<file path="config.mk">
export PLATFORM = sky130hd
export DESIGN_NAME = plglu_top
export DESIGN_NICKNAME = d
export VERILOG_FILES = /design/src/include/plglu_pkg.sv /design/src/plglu_unit.sv /design/src/plglu_top.sv
export SDC_FILE = /design/constraint.sdc
export NUM_CORES = 1
export LEC_CHECK = 0
export ABC_CLOCK_PERIOD_IN_PS = 2100
export BUFFER_PORTS_ARGS = -buffer_cell sky130_fd_sc_hd__buf_4
export CAP_MARGIN = 30
export CORE_MARGIN = 1
export CORE_UTILIZATION = 58
export CTS_BUF_LIST = sky130_fd_sc_hd__clkbuf_16
export CTS_CLUSTER_SIZE = 24
export DETAILED_ROUTE_END_ITERATION = 12
export PLACE_DENSITY = 0.8
export SETUP_SLACK_MARGIN = 0.3
export SYNTH_ARGS = -nofsm -noshare
export SYNTH_HDL_FRONTEND = slang
export SYNTH_HIERARCHICAL = 1
export SYNTH_SLANG_ARGS = --single-unit
</file>
<file path="constraint.sdc">
create_clock -name clk_sys -period 2.1 [get_ports clk_sys]
set_input_delay 0.21 -clock clk_sys [delete_from_list [all_inputs] [get_ports clk_sys]]
set_output_delay 0.21 -clock clk_sys [all_outputs]
set_load 0.05 [all_outputs]
</file>
<file path="src/include/plglu_pkg.sv">
package plglu_pkg;

  // ************************************************************
  // geometry
  // ************************************************************
  localparam int PLGLU_UNITS   = 4;
  localparam int PLGLU_INS     = 4;
  localparam int PLGLU_PINS    = PLGLU_UNITS * PLGLU_INS;
  localparam int PLGLU_TRUTH_W = 16;
  localparam int PLGLU_ADDR_W  = 8;
  localparam int PLGLU_DATA_W  = 32;
  localparam int PLGLU_SEL_W   = 2;

  // ************************************************************
  // register map
  // ************************************************************
  localparam logic [7:0] PLGLU_CTRL_BASE  = 8'h00;
  localparam logic [7:0] PLGLU_TRUTH_BASE = 8'h04;
  localparam logic [7:0] PLGLU_MAP_END    = 8'h20;
  localparam logic [7:0] PLGLU_FCLK_OFF   = 8'h30;
  localparam logic [7:0] PLGLU_PARAM_OFF  = 8'h38;
  localparam logic [7:0] PLGLU_VER_OFF    = 8'h3c;
  localparam logic [2:0] PLGLU_SLOT_MASK  = 3'h7;
  localparam int         PLGLU_SEL_LSB    = 3;

  // ************************************************************
  // fields
  // ************************************************************
  localparam int PLGLU_FILT_ON_BIT = 31;
  localparam int PLGLU_MASK_LSB    = 0;
  localparam int PLGLU_FCLK_EN    = 0;
  localparam int PLGLU_FDIV_LSB   = 8;
  localparam int PLGLU_FDIV_W     = 8;
  localparam int PLGLU_VER_LSB    = 0;
  localparam int PLGLU_VER_W      = 12;
  localparam int PLGLU_VAR_LSB    = 16;
  localparam int PLGLU_VAR_W      = 4;

  // ************************************************************
  // reset and fixed values
  // ************************************************************
  localparam logic [31:0] PLGLU_ZERO      = 32'h0000_0000;
  localparam logic [31:0] PLGLU_PARAM_VAL = 32'h0000_0004;
  localparam logic [3:0]  PLGLU_MASK_RST  = 4'h0;
  localparam logic [15:0] PLGLU_TRUTH_RST = 16'h0000;
  localparam logic [7:0]  PLGLU_FDIV_RST  = 8'h00;

  // ************************************************************
  // filter timing, in filter clock ticks
  // ************************************************************
  localparam int PLGLU_FILT_MIN_TICKS = 3;
  localparam int PLGLU_FILT_MAX_TICKS = 4;

  function automatic logic plglu_slot_hit(input logic [7:0] a, input logic [7:0] base);
    logic [7:0] rel;
    rel = a - base;
    return (a >= base) && (a < PLGLU_MAP_END) && (rel[2:0] == 3'h0);
  endfunction

  function automatic logic [PLGLU_SEL_W-1:0] plglu_sel(input logic [7:0] a);
    return a[PLGLU_SEL_LSB +: PLGLU_SEL_W];
  endfunction

endpackage

</file>
<file path="src/plglu_unit.sv">
module plglu_unit
  import plglu_pkg::*;
(
  input  wire logic                     clk_sys,
  input  wire logic                     rst_b,
  input  wire logic [PLGLU_INS-1:0]     lut_input,
  input  wire logic [PLGLU_INS-1:0]     input_enable_mask,
  input  wire logic [PLGLU_TRUTH_W-1:0] lut_truth_table,
  input  wire logic                     output_filter_enable,
  input  wire logic                     filter_tick,
  output wire logic                     lut_output
);

  // ************************************************************
  // lookup
  // ************************************************************
  wire logic [PLGLU_INS-1:0] index;
  wire logic                 raw;

  // masked inputs read as zero, so all-off selects entry 0
  assign index = lut_input & input_enable_mask;
  assign raw   = lut_truth_table[index];

  // ************************************************************
  // glitch filter
  // ************************************************************
  logic sync1_r;
  logic sync2_r;
  logic hold_r;
  logic filt_r;

  // only advances on filter clock ticks; frozen while that clock is off
  always_ff @(posedge clk_sys or negedge rst_b) begin
    if (!rst_b) begin
      sync1_r <= 1'b0;
      sync2_r <= 1'b0;
      hold_r  <= 1'b0;
      filt_r  <= 1'b0;
    end else if (filter_tick) begin
      sync1_r <= raw;
      sync2_r <= sync1_r;
      hold_r  <= sync2_r;
      if (sync2_r == hold_r) begin
        filt_r <= hold_r;
      end
    end
  end

  // the unfiltered path has no flop on purpose: it must act like a gate
  assign lut_output = output_filter_enable ? filt_r : raw;

endmodule

</file>
<file path="src/plglu_top.sv">
module plglu_top
  import plglu_pkg::*;
#(
  // arbitrary identification values
  parameter logic [PLGLU_VER_W-1:0] VERSION_NUM = 12'h2a5,
  parameter logic [PLGLU_VAR_W-1:0] VARIANT_NUM = 4'h0
)
(
  input  wire logic                    clk_sys,
  input  wire logic                    rst_b,
  input  wire logic [PLGLU_ADDR_W-1:0] addr,
  input  wire logic [PLGLU_DATA_W-1:0] wr_data,
  input  wire logic                    wr_en,
  input  wire logic                    rd_en,
  output logic      [PLGLU_DATA_W-1:0] rd_data,
  input  wire logic [PLGLU_PINS-1:0]   lut_input,
  output wire logic [PLGLU_UNITS-1:0]  lut_output
);

  // ************************************************************
  // register state
  // ************************************************************
  logic [PLGLU_INS-1:0]     mask_r   [PLGLU_UNITS];
  logic                     filt_on_r[PLGLU_UNITS];
  logic [PLGLU_TRUTH_W-1:0] truth_r [PLGLU_UNITS];
  logic                     fclk_en_r;
  logic [PLGLU_FDIV_W-1:0]  fclk_div_r;
  logic [PLGLU_FDIV_W-1:0]  fclk_cnt_r;
  logic [PLGLU_FDIV_W-1:0]  fclk_cnt_nxt;
  logic                     fclk_tick_r;
  logic [PLGLU_DATA_W-1:0]  rd_data_r;
  logic [PLGLU_DATA_W-1:0]  rd_data_nxt;

  // ************************************************************
  // address decode
  // ************************************************************
  wire logic                   ctrl_hit;
  wire logic                   truth_hit;
  wire logic                   fclk_hit;
  wire logic                   param_hit;
  wire logic                   ver_hit;
  wire logic [PLGLU_SEL_W-1:0] sel;

  assign ctrl_hit  = plglu_slot_hit(addr, PLGLU_CTRL_BASE);
  assign truth_hit = plglu_slot_hit(addr, PLGLU_TRUTH_BASE);
  assign fclk_hit  = (addr == PLGLU_FCLK_OFF);
  assign param_hit = (addr == PLGLU_PARAM_OFF);
  assign ver_hit   = (addr == PLGLU_VER_OFF);
  assign sel       = plglu_sel(addr);

  // ************************************************************
  // read data
  // ************************************************************
  wire logic [PLGLU_DATA_W-1:0] ctrl_word;
  wire logic [PLGLU_DATA_W-1:0] truth_word;
  wire logic [PLGLU_DATA_W-1:0] fclk_word;
  wire logic [PLGLU_DATA_W-1:0] ver_word;

  assign ctrl_word = {filt_on_r[sel], {(PLGLU_FILT_ON_BIT-PLGLU_INS){1'b0}}, mask_r[sel]};
  assign truth_word = {{(PLGLU_DATA_W-PLGLU_TRUTH_W){1'b0}}, truth_r[sel]};
  assign fclk_word = {{(PLGLU_DATA_W-PLGLU_FDIV_LSB-PLGLU_FDIV_W){1'b0}}, fclk_div_r,
                      {(PLGLU_FDIV_LSB-1){1'b0}}, fclk_en_r};
  assign ver_word  = {{(PLGLU_DATA_W-PLGLU_VAR_LSB-PLGLU_VAR_W){1'b0}}, VARIANT_NUM,
                      {(PLGLU_VAR_LSB-PLGLU_VER_W){1'b0}}, VERSION_NUM};

  // unmapped addresses read as zero
  assign rd_data_nxt = !rd_en    ? PLGLU_ZERO :
                       ctrl_hit  ? ctrl_word  :
                       truth_hit ? truth_word :
                       fclk_hit  ? fclk_word  :
                       param_hit ? PLGLU_PARAM_VAL :
                       ver_hit   ? ver_word   :
                       PLGLU_ZERO;

  always_ff @(posedge clk_sys or negedge rst_b) begin
    if (!rst_b) begin
      rd_data_r <= PLGLU_ZERO;
    end else begin
      rd_data_r <= rd_data_nxt;
    end
  end

  assign rd_data = rd_data_r;

  // ************************************************************
  // per-unit configuration registers
  // ************************************************************
  for (genvar u = 0; u < PLGLU_UNITS; u++) begin : g_unit
    wire logic ctrl_wr;
    wire logic truth_wr;

    assign ctrl_wr  = wr_en && ctrl_hit  && (sel == PLGLU_SEL_W'(u));
    assign truth_wr = wr_en && truth_hit && (sel == PLGLU_SEL_W'(u));

    always_ff @(posedge clk_sys or negedge rst_b) begin
      if (!rst_b) begin
        mask_r[u]    <= PLGLU_MASK_RST;
        filt_on_r[u] <= 1'b0;
        truth_r[u]   <= PLGLU_TRUTH_RST;
      end else begin
        if (ctrl_wr) begin
          mask_r[u]    <= wr_data[PLGLU_MASK_LSB +: PLGLU_INS];
          filt_on_r[u] <= wr_data[PLGLU_FILT_ON_BIT];
        end
        if (truth_wr) begin
          truth_r[u] <= wr_data[PLGLU_TRUTH_W-1:0];
        end
      end
    end

    // no debug halt input: the units run on regardless
    plglu_unit u_unit (
      .clk_sys              (clk_sys),
      .rst_b                (rst_b),
      .lut_input            (lut_input[u*PLGLU_INS +: PLGLU_INS]),
      .input_enable_mask    (mask_r[u]),
      .lut_truth_table      (truth_r[u]),
      .output_filter_enable (filt_on_r[u]),
      .filter_tick          (fclk_tick_r),
      .lut_output           (lut_output[u])
    );
  end

  // ************************************************************
  // filter generic clock, as an enable pulse
  // ************************************************************
  wire logic fclk_wr;
  wire logic fclk_wrap;

  assign fclk_wr      = wr_en && fclk_hit;
  assign fclk_wrap    = (fclk_cnt_r == fclk_div_r);
  assign fclk_cnt_nxt = fclk_wrap ? PLGLU_FDIV_RST : fclk_cnt_r + 8'h01;

  // filter stays frozen until software starts this clock
  always_ff @(posedge clk_sys or negedge rst_b) begin
    if (!rst_b) begin
      fclk_en_r  <= 1'b0;
      fclk_div_r <= PLGLU_FDIV_RST;
    end else if (fclk_wr) begin
      fclk_en_r  <= wr_data[PLGLU_FCLK_EN];
      fclk_div_r <= wr_data[PLGLU_FDIV_LSB +: PLGLU_FDIV_W];
    end
  end

  always_ff @(posedge clk_sys or negedge rst_b) begin
    if (!rst_b) begin
      fclk_cnt_r  <= PLGLU_FDIV_RST;
      fclk_tick_r <= 1'b0;
    end else if (!fclk_en_r) begin
      fclk_cnt_r  <= PLGLU_FDIV_RST;
      fclk_tick_r <= 1'b0;
    end else begin
      fclk_cnt_r  <= fclk_cnt_nxt;
      fclk_tick_r <= fclk_wrap;
    end
  end

endmodule

</file>
==> metrics.txt, run 1 <==
met2 wire length about 9000 um; WP data required between 1.5 and 2 ns; clock skew around 0.0043 ns; Setup crit end lut_output[3]; Top Ports between 90 and 100; Unique masters post-synth 50; Clock Sinks around 140; crit path capture type output pin; Die Y roughly 110 um; top routing layer in use met4; Synth top area share 0.491; worst-skew pair later-pin latency around 0.42 ns; Psw between 0.0015 and 0.002 W; die width approximately 110 um; H-tree levels 4; Ant. Diodes 0; RePlAce Congestion between 0.9 and 1; Cell Int Power 0.00521 W; Core Box Area between 10,000 and 15,000 sq um; final hold vios 0; clock-pin slew on the worst setup and hold paths 0.06 ns; routed length on met3 1530 um; Worst R2R Setup Slack around 0.22 ns; synth top area cells dfrtp_1 49%, mux2_2 15%, mux4_2 8.2%; flops & latches, synth between 100 and 150; synth warn 6; area delta synth->final 26.0%; Clock Path Buffers 2; number of core rows 39; Max VDD drop about 0.00089 V; Initial Util 0.600; GR Overflow Total 0; Port Buffers 65; DP Wirelength 12,500 um; switching share of total power 0.252; vias in the first global route 5,200; setup violators final 4; average cell area after synthesis ~14 sq um; PwrDens a little over 800 nW/um^2; first-pass iteration count of the detailed router 5; final setup TNS -0.789 ns; DR DRC count 0; WS Path Type reg -> out; largest net degree at the start of global routing 46; Place WS around 0.027 ns; status complete, but fails checks; Startpoint Class flop; clock share of power 0.444; final slew viol count 0; first-pass GRT wire length between 20,000 and 30,000 um; combinational share of power 0.129; failing checks setup timing; Via-to-Cell Ratio between 6 and 7; via count about 5,000; # nets final around 660; post-route ant nets 0; fmax 433 MHz; period utilisation layout 1.10; CP Max Fanout 4; Worst Max-Slew Pin Slew between 0.7 and 0.8 ns; wirelength, routed between 15,000 and 20,000 um; Routed wire per std cell around 24 um; Mapped Area just under 7000 sq um; R2R Path Start mask_r[0]; Mapped Cells 492; sequential fraction of the synthesis area 0.491; P_leak approximately 4 nW; CTS root buffer clkbuf_16; antenna violations before repair 0; HP Class in -> reg; WP data arrival 2.10 ns; Worst Hold Depth 2; Yosys top cell by area dfrtp_1; met1 wire length between 7000 and 8000 um; die area between 10,000 and 15,000 sq um; Worst setup startpoint mask_r[0]; GRT Util Overall 0.318; share of cells above drive strength 1 0.511; Worst R2R Path Depth 6; shortest period the worst path allows around 2.3 ns; CTS buffer count 17; RSZ-0062 raised after global routing yes; final worst setup slack -0.208 ns; DR iter-0 viols roughly 400; reg2reg end g_unit[3].u_unit/sync1_r; CTS tree done; # fillers 636; overall power 0.00697 W; maxcap violations 0; Reg power frac 0.428; Slew headroom 0.503
## worst max-delay path, stage by stage (launching register included)
cell,delay (ns)
dfrtp_1,0.43
nand2_4,0.12
mux4_2,0.53
a22oi_2,0.25
a41oi_4,0.16
buf_6,0.18
## cell usage after synthesis, drive strengths merged
library cell,instances
a221oi,3
conb,1
or4b,1
a21bo,1
xnor2,1
clkbuf,11
dfrtp,135
nor2,16
a22oi,5
o21ai,4
mux2i,2
buf,25
nor4bb,1
mux2,101
nor4b,7
or3b,1
a41oi,8
nand3b,2
nand2,21
and3,4
inv,7
nor3,2
and2,9
nor3b,1
a211oi,5
nand4,12
or3,3
or4,1
xor2,10
a21oi,21
a2111oi,1
nor4,11
mux4,37
clkinv,1
o31ai,1
nand3,15
ha,1
nand2b,4
## stage by stage
step           area (sq um)  hold slack, ns  std cells   util
3_3_place_gp           7860           0.262        704  0.686
3_5_place_dp           7860           0.260        704  0.686
5_1_grt                8660          0.0334        759  0.756
6_report               8660          0.0411        759  0.756
4_1_cts                8600          0.0283        752  0.750
2_1_floorplan          7160         -0.0856        506      -
## registers in the layout, summed over array words and instances (netlist names), 4 cells and up
signal / cells
g_unit.u_unit/filt_r: 4
rd_data: 17
g_unit.u_unit/sync1_r: 4
g_unit.u_unit/sync2_r: 4
mask_r: 16
filt_on_r: 4
g_unit.u_unit/hold_r: 4
fclk_div_r: 8
fclk_cnt_r: 8
truth_r: 64
## routing by layer
layer | track usage | up-vias
li1 | - | 2074
met1 | 0.420 | 2566
met2 | 0.486 | 260
met3 | 0.0826 | 57
met4 | 0.172 | 0
met5 | 0 | -
## power groups by stage
| stage | registers (W) | clock network [W] | logic, W |
|---|---|---|---|
| 2_1_floorplan | 0.00295 | 0 | 0.000561 |
| 3_3_place_gp | 0.00298 | 0 | 0.000801 |
| 3_5_place_dp | 0.00301 | 0 | 0.000834 |
| 4_1_cts | 0.00297 | 0.00311 | 0.000877 |
| 5_1_grt | 0.00300 | 0.00323 | 0.000957 |
| 6_report | 0.00298 | 0.00309 | 0.000898 |
## cell families (layout without fill, tap and decap cells)
family                   Yosys count  in the layout  synth area share
AO/OA/AOI/OAI                     49             49            0.0498
adder cells (fa/ha/maj)            1              1           0.00182
buffers and inverters             44            154            0.0371
other                              1             15          0.000545
XOR/XNOR                          11             11            0.0140
flip-flops                       135            135             0.491
multiplexers                     140            140             0.301
AND/OR/NAND/NOR                  111            111             0.104
## how the worst min path moves through the flow
stage	startpoint	slack [ns]	end
3_5_place_dp	rst_b	0.26	filt_on_r[3]
5_1_grt	wr_data[31]	0.03	filt_on_r[2]
2_1_floorplan	rst_b	-0.09	fclk_cnt_r[0]
6_report	wr_data[31]	0.04	filt_on_r[1]
4_1_cts	wr_data[31]	0.03	filt_on_r[1]
3_3_place_gp	rst_b	0.26	filt_on_r[3]
## layout by cell type, fill, tap and decap left out, types with 7 or more instances in the layout
master and instances:
dfrtp_1 134, buf_4 100, mux2_2 62, mux2_4 39, mux4_2 37, a21oi_1 21, clkbuf_16 17, nand2_1 16
nor2_1 16, nand3_1 15, conb_1 15, nand4_1 12, xor2_1 10, inv_1 7, buf_12 7
## layout make-up
| cell class | count | area [sq um] | area share |
|---|---|---|---|
| clock buffer | 17 | 425 | 0.0491 |
| inverter | 8 | 30.0 | 0.00347 |
| clock inverter | 15 | 185 | 0.0214 |
| sequential | 135 | 3380 | 0.390 |
| tap | 143 | 179 | 0.0206 |
| timing repair buffer | 114 | 968 | 0.112 |
| multi-input combinational | 327 | 3500 | 0.404 |
## repair_timing
action,CTS,global route
pin swaps,17,11
buffers inserted,15,7
hold buffers,1,0
hold endpoints to repair,41,0
gates resized for setup,22,4
setup endpoints to repair,4,7
(Power assumes the default switching activity.)
==> run 2, diff against run 1 <==
--- a/config.mk
+++ b/config.mk
@@ -13,7 +13,7 @@
 export CTS_BUF_LIST = sky130_fd_sc_hd__clkbuf_16
 export CTS_CLUSTER_SIZE = 24
 export DETAILED_ROUTE_END_ITERATION = 12
-export PLACE_DENSITY = 0.8
+export PLACE_DENSITY_LB_ADDON = 0.2
 export SETUP_SLACK_MARGIN = 0.3
 export SYNTH_ARGS = -nofsm -noshare
 export SYNTH_HDL_FRONTEND = slang
==> run 2 against run 1 <==
Against the previous run:
- the run still ends with setup timing left
- worst hold slack improved by 0.0023 ns
- clock power decreased by 6%
- highest routed layer unchanged
- largest power group is now registers
- maximum frequency decreased by 1.4%
- critical endpoint is now lut_output[2]
- first-iteration DRC count decreased by 4.1%
- critical path depth unchanged
- register-to-register slack improved by 0.04 ns
- critical path type unchanged
- non-clock buffer count increased by 5
- cell area increased by 0.23%
==> metrics.txt, run 2 (same netlist as run 1, synthesis figures left out) <==
largest net degree at the start of global routing 49 (was 46); Max VDD drop 0.000673 V (was 0.000894 V); RePlAce Congestion 0.825 (was 0.916); Startpoint Class flop (unchanged); Via-to-Cell Ratio 6.49 (was 6.53); die width 111 um (unchanged); post-route cell area 8680 sq um (was 8660 sq um); Worst R2R Path Depth 6 (unchanged); area delta synth->final 26.2% (was 26.0%); antenna violations before repair 0 (unchanged); overall power 0.00676 W (was 0.00697 W); post-route ant nets 0 (unchanged); Routed wire per std cell 24.5 um (was 24.3 um); WP data required 1.89 ns (about the same); RSZ-0062 raised after global routing yes (unchanged); fmax 427 MHz (was 433 MHz); commonest cells after routing, fill and taps aside 135 x dfrtp_1, 103 x buf_4, 62 x mux2_2, 39 x mux2_4, 36 x mux4_2 (was 134 x dfrtp_1, 100 x buf_4, 62 x mux2_2, 39 x mux2_4, 37 x mux4_2); failing checks setup timing (unchanged); worst-skew pair later-pin latency 0.43 ns (was 0.42 ns); WP data arrival 2.13 ns (was 2.10 ns); shortest period the worst path allows 2.34 ns (was 2.31 ns); share of cells above drive strength 1 0.509 (was 0.511); Final Core Density 0.757 (was 0.756); PwrDens 779 nW/um^2 (was 805 nW/um^2); Port Buffers 65 (unchanged); final worst setup slack -0.241 ns (was -0.208 ns); Clock Path Buffers 2 (unchanged); vias in the first global route 5,041 (was 5,200); reg2reg end g_unit[1].u_unit/sync1_r (was g_unit[3].u_unit/sync1_r); CTS tree done (unchanged); maxcap violations 0 (unchanged); R2R Path Start mask_r[10] (was mask_r[0]); Placed Cells incl. Taps 708 (was 704); Worst path slowest cell mux4_2 (unchanged); Top reg by flops truth_r (unchanged); CTS root buffer clkbuf_16 (unchanged); Worst Hold Depth 2 (unchanged); Place WS -0.0409 ns (was 0.0267 ns); setup violators final 4 (unchanged); crit path capture type output pin (unchanged); final hold vios 0 (unchanged); die area 12,300 sq um (unchanged); Die Y 111 um (unchanged); CTS buffer count 17 (unchanged); Slew headroom 0.485 (was 0.503); P_leak 4.03 nW (was 4.01 nW); status complete, but fails checks (unchanged); clock-pin slew on the worst setup and hold paths 0.05 ns (was 0.06 ns); Finished Layout Cells 764 (was 759); DP Wirelength 12,800 um (was 12,500 um); first-pass GRT wire length 29,100 um (was 29,000 um); HP Start wr_data[4] (was wr_data[31]); DR DRC count 0 (unchanged); DR iter-0 viols 378 (was 394); Core Box Area 11,500 sq um (unchanged); via count 4,956 (was 4,957); first-pass iteration count of the detailed router 5 (unchanged); worst path cell trace and2_4 -> mux4_2 -> a22oi_2 -> a41oi_4 -> buf_6 (was nand2_4 -> mux4_2 -> a22oi_2 -> a41oi_4 -> buf_6); H-tree levels 4 (unchanged); Clock Sinks 135 (unchanged); Placed Area 7890 sq um (was 7860 sq um); Worst Max-Slew Pin Slew 0.772 ns (was 0.746 ns); number of core rows 39 (unchanged); worst hold path endpoint truth_r[36] (was filt_on_r[1]); max reg flops 64 (unchanged); # nets final 669 (was 664); period utilisation layout 1.11 (was 1.10); CP Max Fanout 2 (was 4); wirelength, routed 18,700 um (was 18,400 um); Top Ports 96 (unchanged); CP max stage delay 0.55 ns (was 0.53 ns); clock skew 0.0104 ns (was 0.00433 ns); Ant. Diodes 0 (unchanged); HP Class in -> reg (unchanged); GR Overflow Total 0 (unchanged); Worst R2R Setup Slack 0.26 ns (was 0.22 ns); GRT Util Overall 0.321 (was 0.318); WS Path Type reg -> out (unchanged); final slew viol count 0 (unchanged); most common cell after layout, fill and taps aside dfrtp_1 (unchanged); Initial Util 0.600 (unchanged)
==> run 2: cell count changes in the layout (fill, tap and decap cells not counted), moves of 2 or more <==
cell        previous run  this run
a41oi_1                2         0
buf_4                100       103
a41oi_2                2         4
inv_1                  7        10
clkinvlp_4             3         1
buf_6                  6         8
clkinv_1               2         4
nand2_2                1         3
==> run 2: area by class of cell <==
type                    count  area (sq um)
multi-input cells         327          3510
clock inverters            15           145
clock buffers              17           425
flip-flops and latches    135          3380
inverters                   8          30.0
fillers                   718          2780
repair buffers            119          1010
well taps                 143           179
==> run 2: report_power, final <==
part	internal, W	leakage, nW	total (W)	switching [W]
clock network	0.00182	0.292	0.00289	0.00106
logic	0.000448	1.89	0.000904	0.000456
registers	0.00281	1.85	0.00297	0.000168
==> run 2: per-stage QoR <==
stage               hold slack, ns  TNS [ns]
finish                      0.0434    -0.779
global route                0.0442     -1.00
CTS                         0.0388    -0.770
detailed placement           0.227    -0.314
global placement             0.218         0
floorplan                  -0.0856         0
==> run 2: repair_timing <==
action / CTS / global route
setup buffers: 15 / 8
hold buffers: 1 / 0
gates resized for setup: 21 / 7
pin swaps: 16 / 8
endpoints found under the hold margin: 35 / 0
endpoints found under the setup margin: 5 / 8
==> run 2: routing by layer <==
layer,part of all wire,global-route usage,up-vias
met1,0.40,0.436,2560
met3,0.092,0.0847,34
met4,0.025,0.130,0
met2,0.48,0.498,276
li1,-,-,2086
met5,0,0,-
==> run 2: critical path, delay by kind of cell (launching register included) <==
kind | cells | cell delay [ns]
compound gates | 2 | 0.46
flops | 1 | 0.34
simple gates | 1 | 0.17
mux | 1 | 0.55
buf+inv | 1 | 0.18
==> run 2: how the worst max path moves through the flow <==
stage               startpoint       endpoint  slack, ns  cells after the start
CTS                  mask_r[6]  lut_output[2]      -0.22                      5
detailed placement     addr[1]    truth_r[33]      -0.04                      6
global route         mask_r[0]  lut_output[3]      -0.28                      5
finish               mask_r[6]  lut_output[2]      -0.24                      5
global placement       addr[1]    truth_r[35]      0.002                      6
floorplan              addr[1]    truth_r[53]       0.02                      6
==> run 3, diff against run 2 <==
--- a/config.mk
+++ b/config.mk
@@ -6,13 +6,14 @@
 export NUM_CORES = 1
 export LEC_CHECK = 0
 export ABC_CLOCK_PERIOD_IN_PS = 2100
-export BUFFER_PORTS_ARGS = -buffer_cell sky130_fd_sc_hd__buf_4
 export CAP_MARGIN = 30
 export CORE_MARGIN = 1
-export CORE_UTILIZATION = 58
+export CORE_UTILIZATION = 60
 export CTS_BUF_LIST = sky130_fd_sc_hd__clkbuf_16
 export CTS_CLUSTER_SIZE = 24
 export DETAILED_ROUTE_END_ITERATION = 12
+export DONT_BUFFER_PORTS = 1
+export MAX_ROUTING_LAYER = met4
 export PLACE_DENSITY_LB_ADDON = 0.2
 export SETUP_SLACK_MARGIN = 0.3
 export SYNTH_ARGS = -nofsm -noshare
==> run 3 against run 2 <==
Against the previous run:
- the flow finishes with violations (hold timing, setup timing)
- largest cell class unchanged
- worst setup slack improved by 0.025 ns
- final cell count fell by 9.2%
- maximum frequency rose by 1.1%
- critical endpoint unchanged
- worst hold slack got worse by 0.57 ns
- critical path type unchanged
==> metrics.txt, run 3 (same netlist as run 1, synthesis figures left out) <==
status complete, but fails checks (unchanged); failing checks hold timing, setup timing (was setup timing); # fillers 657 (was 718); HP Class in -> async (was in -> reg); fmax 432 MHz (was 427 MHz); Slew headroom 0.507 (was 0.485); # nets final 601 (was 669); final hold slack -0.524 ns (was 0.0434 ns); Port Buffers 0 (was 65); most common cell after layout, fill and taps aside dfrtp_1 (unchanged); Placed Cells incl. Taps 625 (was 708); area of the multi-input gates 3500 sq um (was 3510 sq um); overall power 0.00662 W (was 0.00676 W); GRT Util Overall 0.332 (was 0.321); wirelength, routed 17,300 um (was 18,700 um); WP data arrival 2.11 ns (was 2.13 ns); Via-to-Cell Ratio 6.64 (was 6.49); R2R Path Start mask_r[6] (was mask_r[10]); P_leak 3.68 nW (was 4.03 nW); H-tree levels 4 (unchanged); period utilisation layout 1.10 (was 1.11); Finished Layout Cells 694 (was 764); DR DRC count 0 (unchanged); share of cells above drive strength 1 0.401 (was 0.509); Routed wire per std cell 25.0 um (was 24.5 um); largest net degree at the start of global routing 136 (was 49); number of core rows 38 (was 39); Clock Path Buffers 2 (unchanged); DP Wirelength 11,200 um (was 12,800 um); Max VDD drop 0.000726 V (was 0.000673 V); final hold vios 135 (was 0); WP data required 1.89 ns (about the same); final slew viol count 0 (unchanged); Core Box Area 11,000 sq um (was 11,500 sq um); post-route ant nets 0 (unchanged); commonest cells after routing, fill and taps aside 135 x dfrtp_1, 62 x mux2_2, 39 x mux2_4, 34 x mux4_2 (was 135 x dfrtp_1, 103 x buf_4, 62 x mux2_2, 39 x mux2_4, 36 x mux4_2); CTS buffer count 17 (unchanged); CTS root buffer clkbuf_16 (unchanged); Worst R2R Setup Slack 0.31 ns (was 0.26 ns); WS Path Type reg -> out (unchanged); via count 4,610 (was 4,956); maxcap violations 0 (unchanged); Setup crit end lut_output[2] (unchanged); Clock Sinks 135 (unchanged); Initial Util 0.626 (was 0.600); clock skew 0.0172 ns (was 0.0104 ns); worst-skew pair later-pin latency 0.43 ns (about the same); Worst setup startpoint mask_r[6] (unchanged); CP Max Fanout 3 (was 2); PwrDens 810 nW/um^2 (was 779 nW/um^2); antenna violations before repair 1 (was 0); area delta synth->final 18.9% (was 26.2%); max reg flops 64 (unchanged); reg2reg end g_unit[2].u_unit/sync1_r (was g_unit[1].u_unit/sync1_r); Worst Max-Slew Pin Slew 0.740 ns (was 0.772 ns); die width 109 um (was 111 um); Worst R2R Path Depth 5 (was 6); DR iter-0 viols 383 (was 378); RSZ-0062 raised after global routing yes (unchanged); shortest period the worst path allows 2.32 ns (was 2.34 ns); vias in the first global route 4,654 (was 5,041); RePlAce Congestion 0.823 (was 0.825); Startpoint Class flop (unchanged); hold buffer count at CTS 23 (was 1); setup violators final 4 (unchanged); first-pass iteration count of the detailed router 7 (was 5); crit path capture type output pin (unchanged); first-pass GRT wire length 26,900 um (was 29,100 um); die area 11,900 sq um (was 12,300 sq um); CTS tree done (unchanged); final worst setup slack -0.216 ns (was -0.241 ns); Top reg by flops truth_r (unchanged); FF+latch area 3380 sq um (unchanged); clock-pin slew on the worst setup and hold paths 0.06 ns (was 0.05 ns); Die Y 109 um (was 111 um); GR Overflow Total 0 (unchanged); Top Ports 96 (unchanged)
[run 3: changes by cell type in the layout (fill, tap and decap cells not counted), moves of 3 or more]
cell and delta:
a41oi_1 +3, dlygate4sd3_1 +22, buf_6 -8, a41oi_2 -3
nand2_2 -3, clkinv_4 +3, buf_4 -80
[run 3: metal layers]
metal  vias to the layer above  global-route usage  routed length [um]
li1                       1950                   -                   -
met1                      2418               0.433                7420
met2                       196               0.467                7990
met3                        46               0.108                1360
met4                         0               0.162                 541
met5                         -                   -                   0
[run 3: stage by stage]
step | area [sq um] | TNS, ns | utilization | hold slack [ns] | worst slack, ns
after floorplan | 7160 | 0 | - | -0.0856 | 0.0175
after global placement | 7250 | 0 | 0.660 | -0.0823 | 0.130
after detailed placement | 7250 | 0 | 0.660 | -0.0825 | 0.116
after CTS | 8120 | -0.798 | 0.739 | -0.541 | -0.211
after global routing | 8180 | -0.980 | 0.744 | -0.545 | -0.272
final | 8180 | -0.770 | 0.744 | -0.524 | -0.216
[run 3: final cells by class]
type / count / share of cell area
Multi-Input combinational cell: 327 / 0.428
Sequential cell: 135 / 0.413
Timing Repair Buffer: 51 / 0.0615
Clock buffer: 17 / 0.0520
Tap cell: 140 / 0.0214
Clock inverter: 15 / 0.0199
Inverter: 8 / 0.00367
Antenna cell: 1 / 0.000306
[run 3: worst min-delay path by stage]
| stage | startpoint | end | slack [ns] | cells after the start |
|---|---|---|---|---|
| global placement | rst_b | g_unit[2].u_unit/filt_r | -0.08 | 0 |
| finish | rst_b | g_unit[2].u_unit/filt_r | -0.52 | 0 |
| CTS | rst_b | g_unit[2].u_unit/hold_r | -0.54 | 0 |
| detailed placement | rst_b | g_unit[3].u_unit/hold_r | -0.08 | 0 |
| floorplan | rst_b | fclk_cnt_r[0] | -0.09 | 0 |
| global route | rst_b | g_unit[2].u_unit/filt_r | -0.54 | 0 |
[run 3: worst max-delay path, stage by stage, from the launching register on]
cell	delay, ns
dfrtp_1	0.40
and2_4	0.17
buf_12	0.13
mux4_2	0.26
nand4_1	0.21
a41oi_4	0.51
[run 3: power by group]
group | total [W] | internal (W) | switching (W)
Sequential | 0.00297 | 0.00280 | 0.000165
Combinational | 0.000685 | 0.000366 | 0.000319
Clock | 0.00297 | 0.00184 | 0.00113
[run 3: what timing repair did]
action / CTS / global route
gates resized for setup: 12 / 3
endpoints found under the setup margin: 4 / 6
hold endpoints to repair: 243 / 135
buffers inserted: 6 / 7
pin swaps: 13 / 14
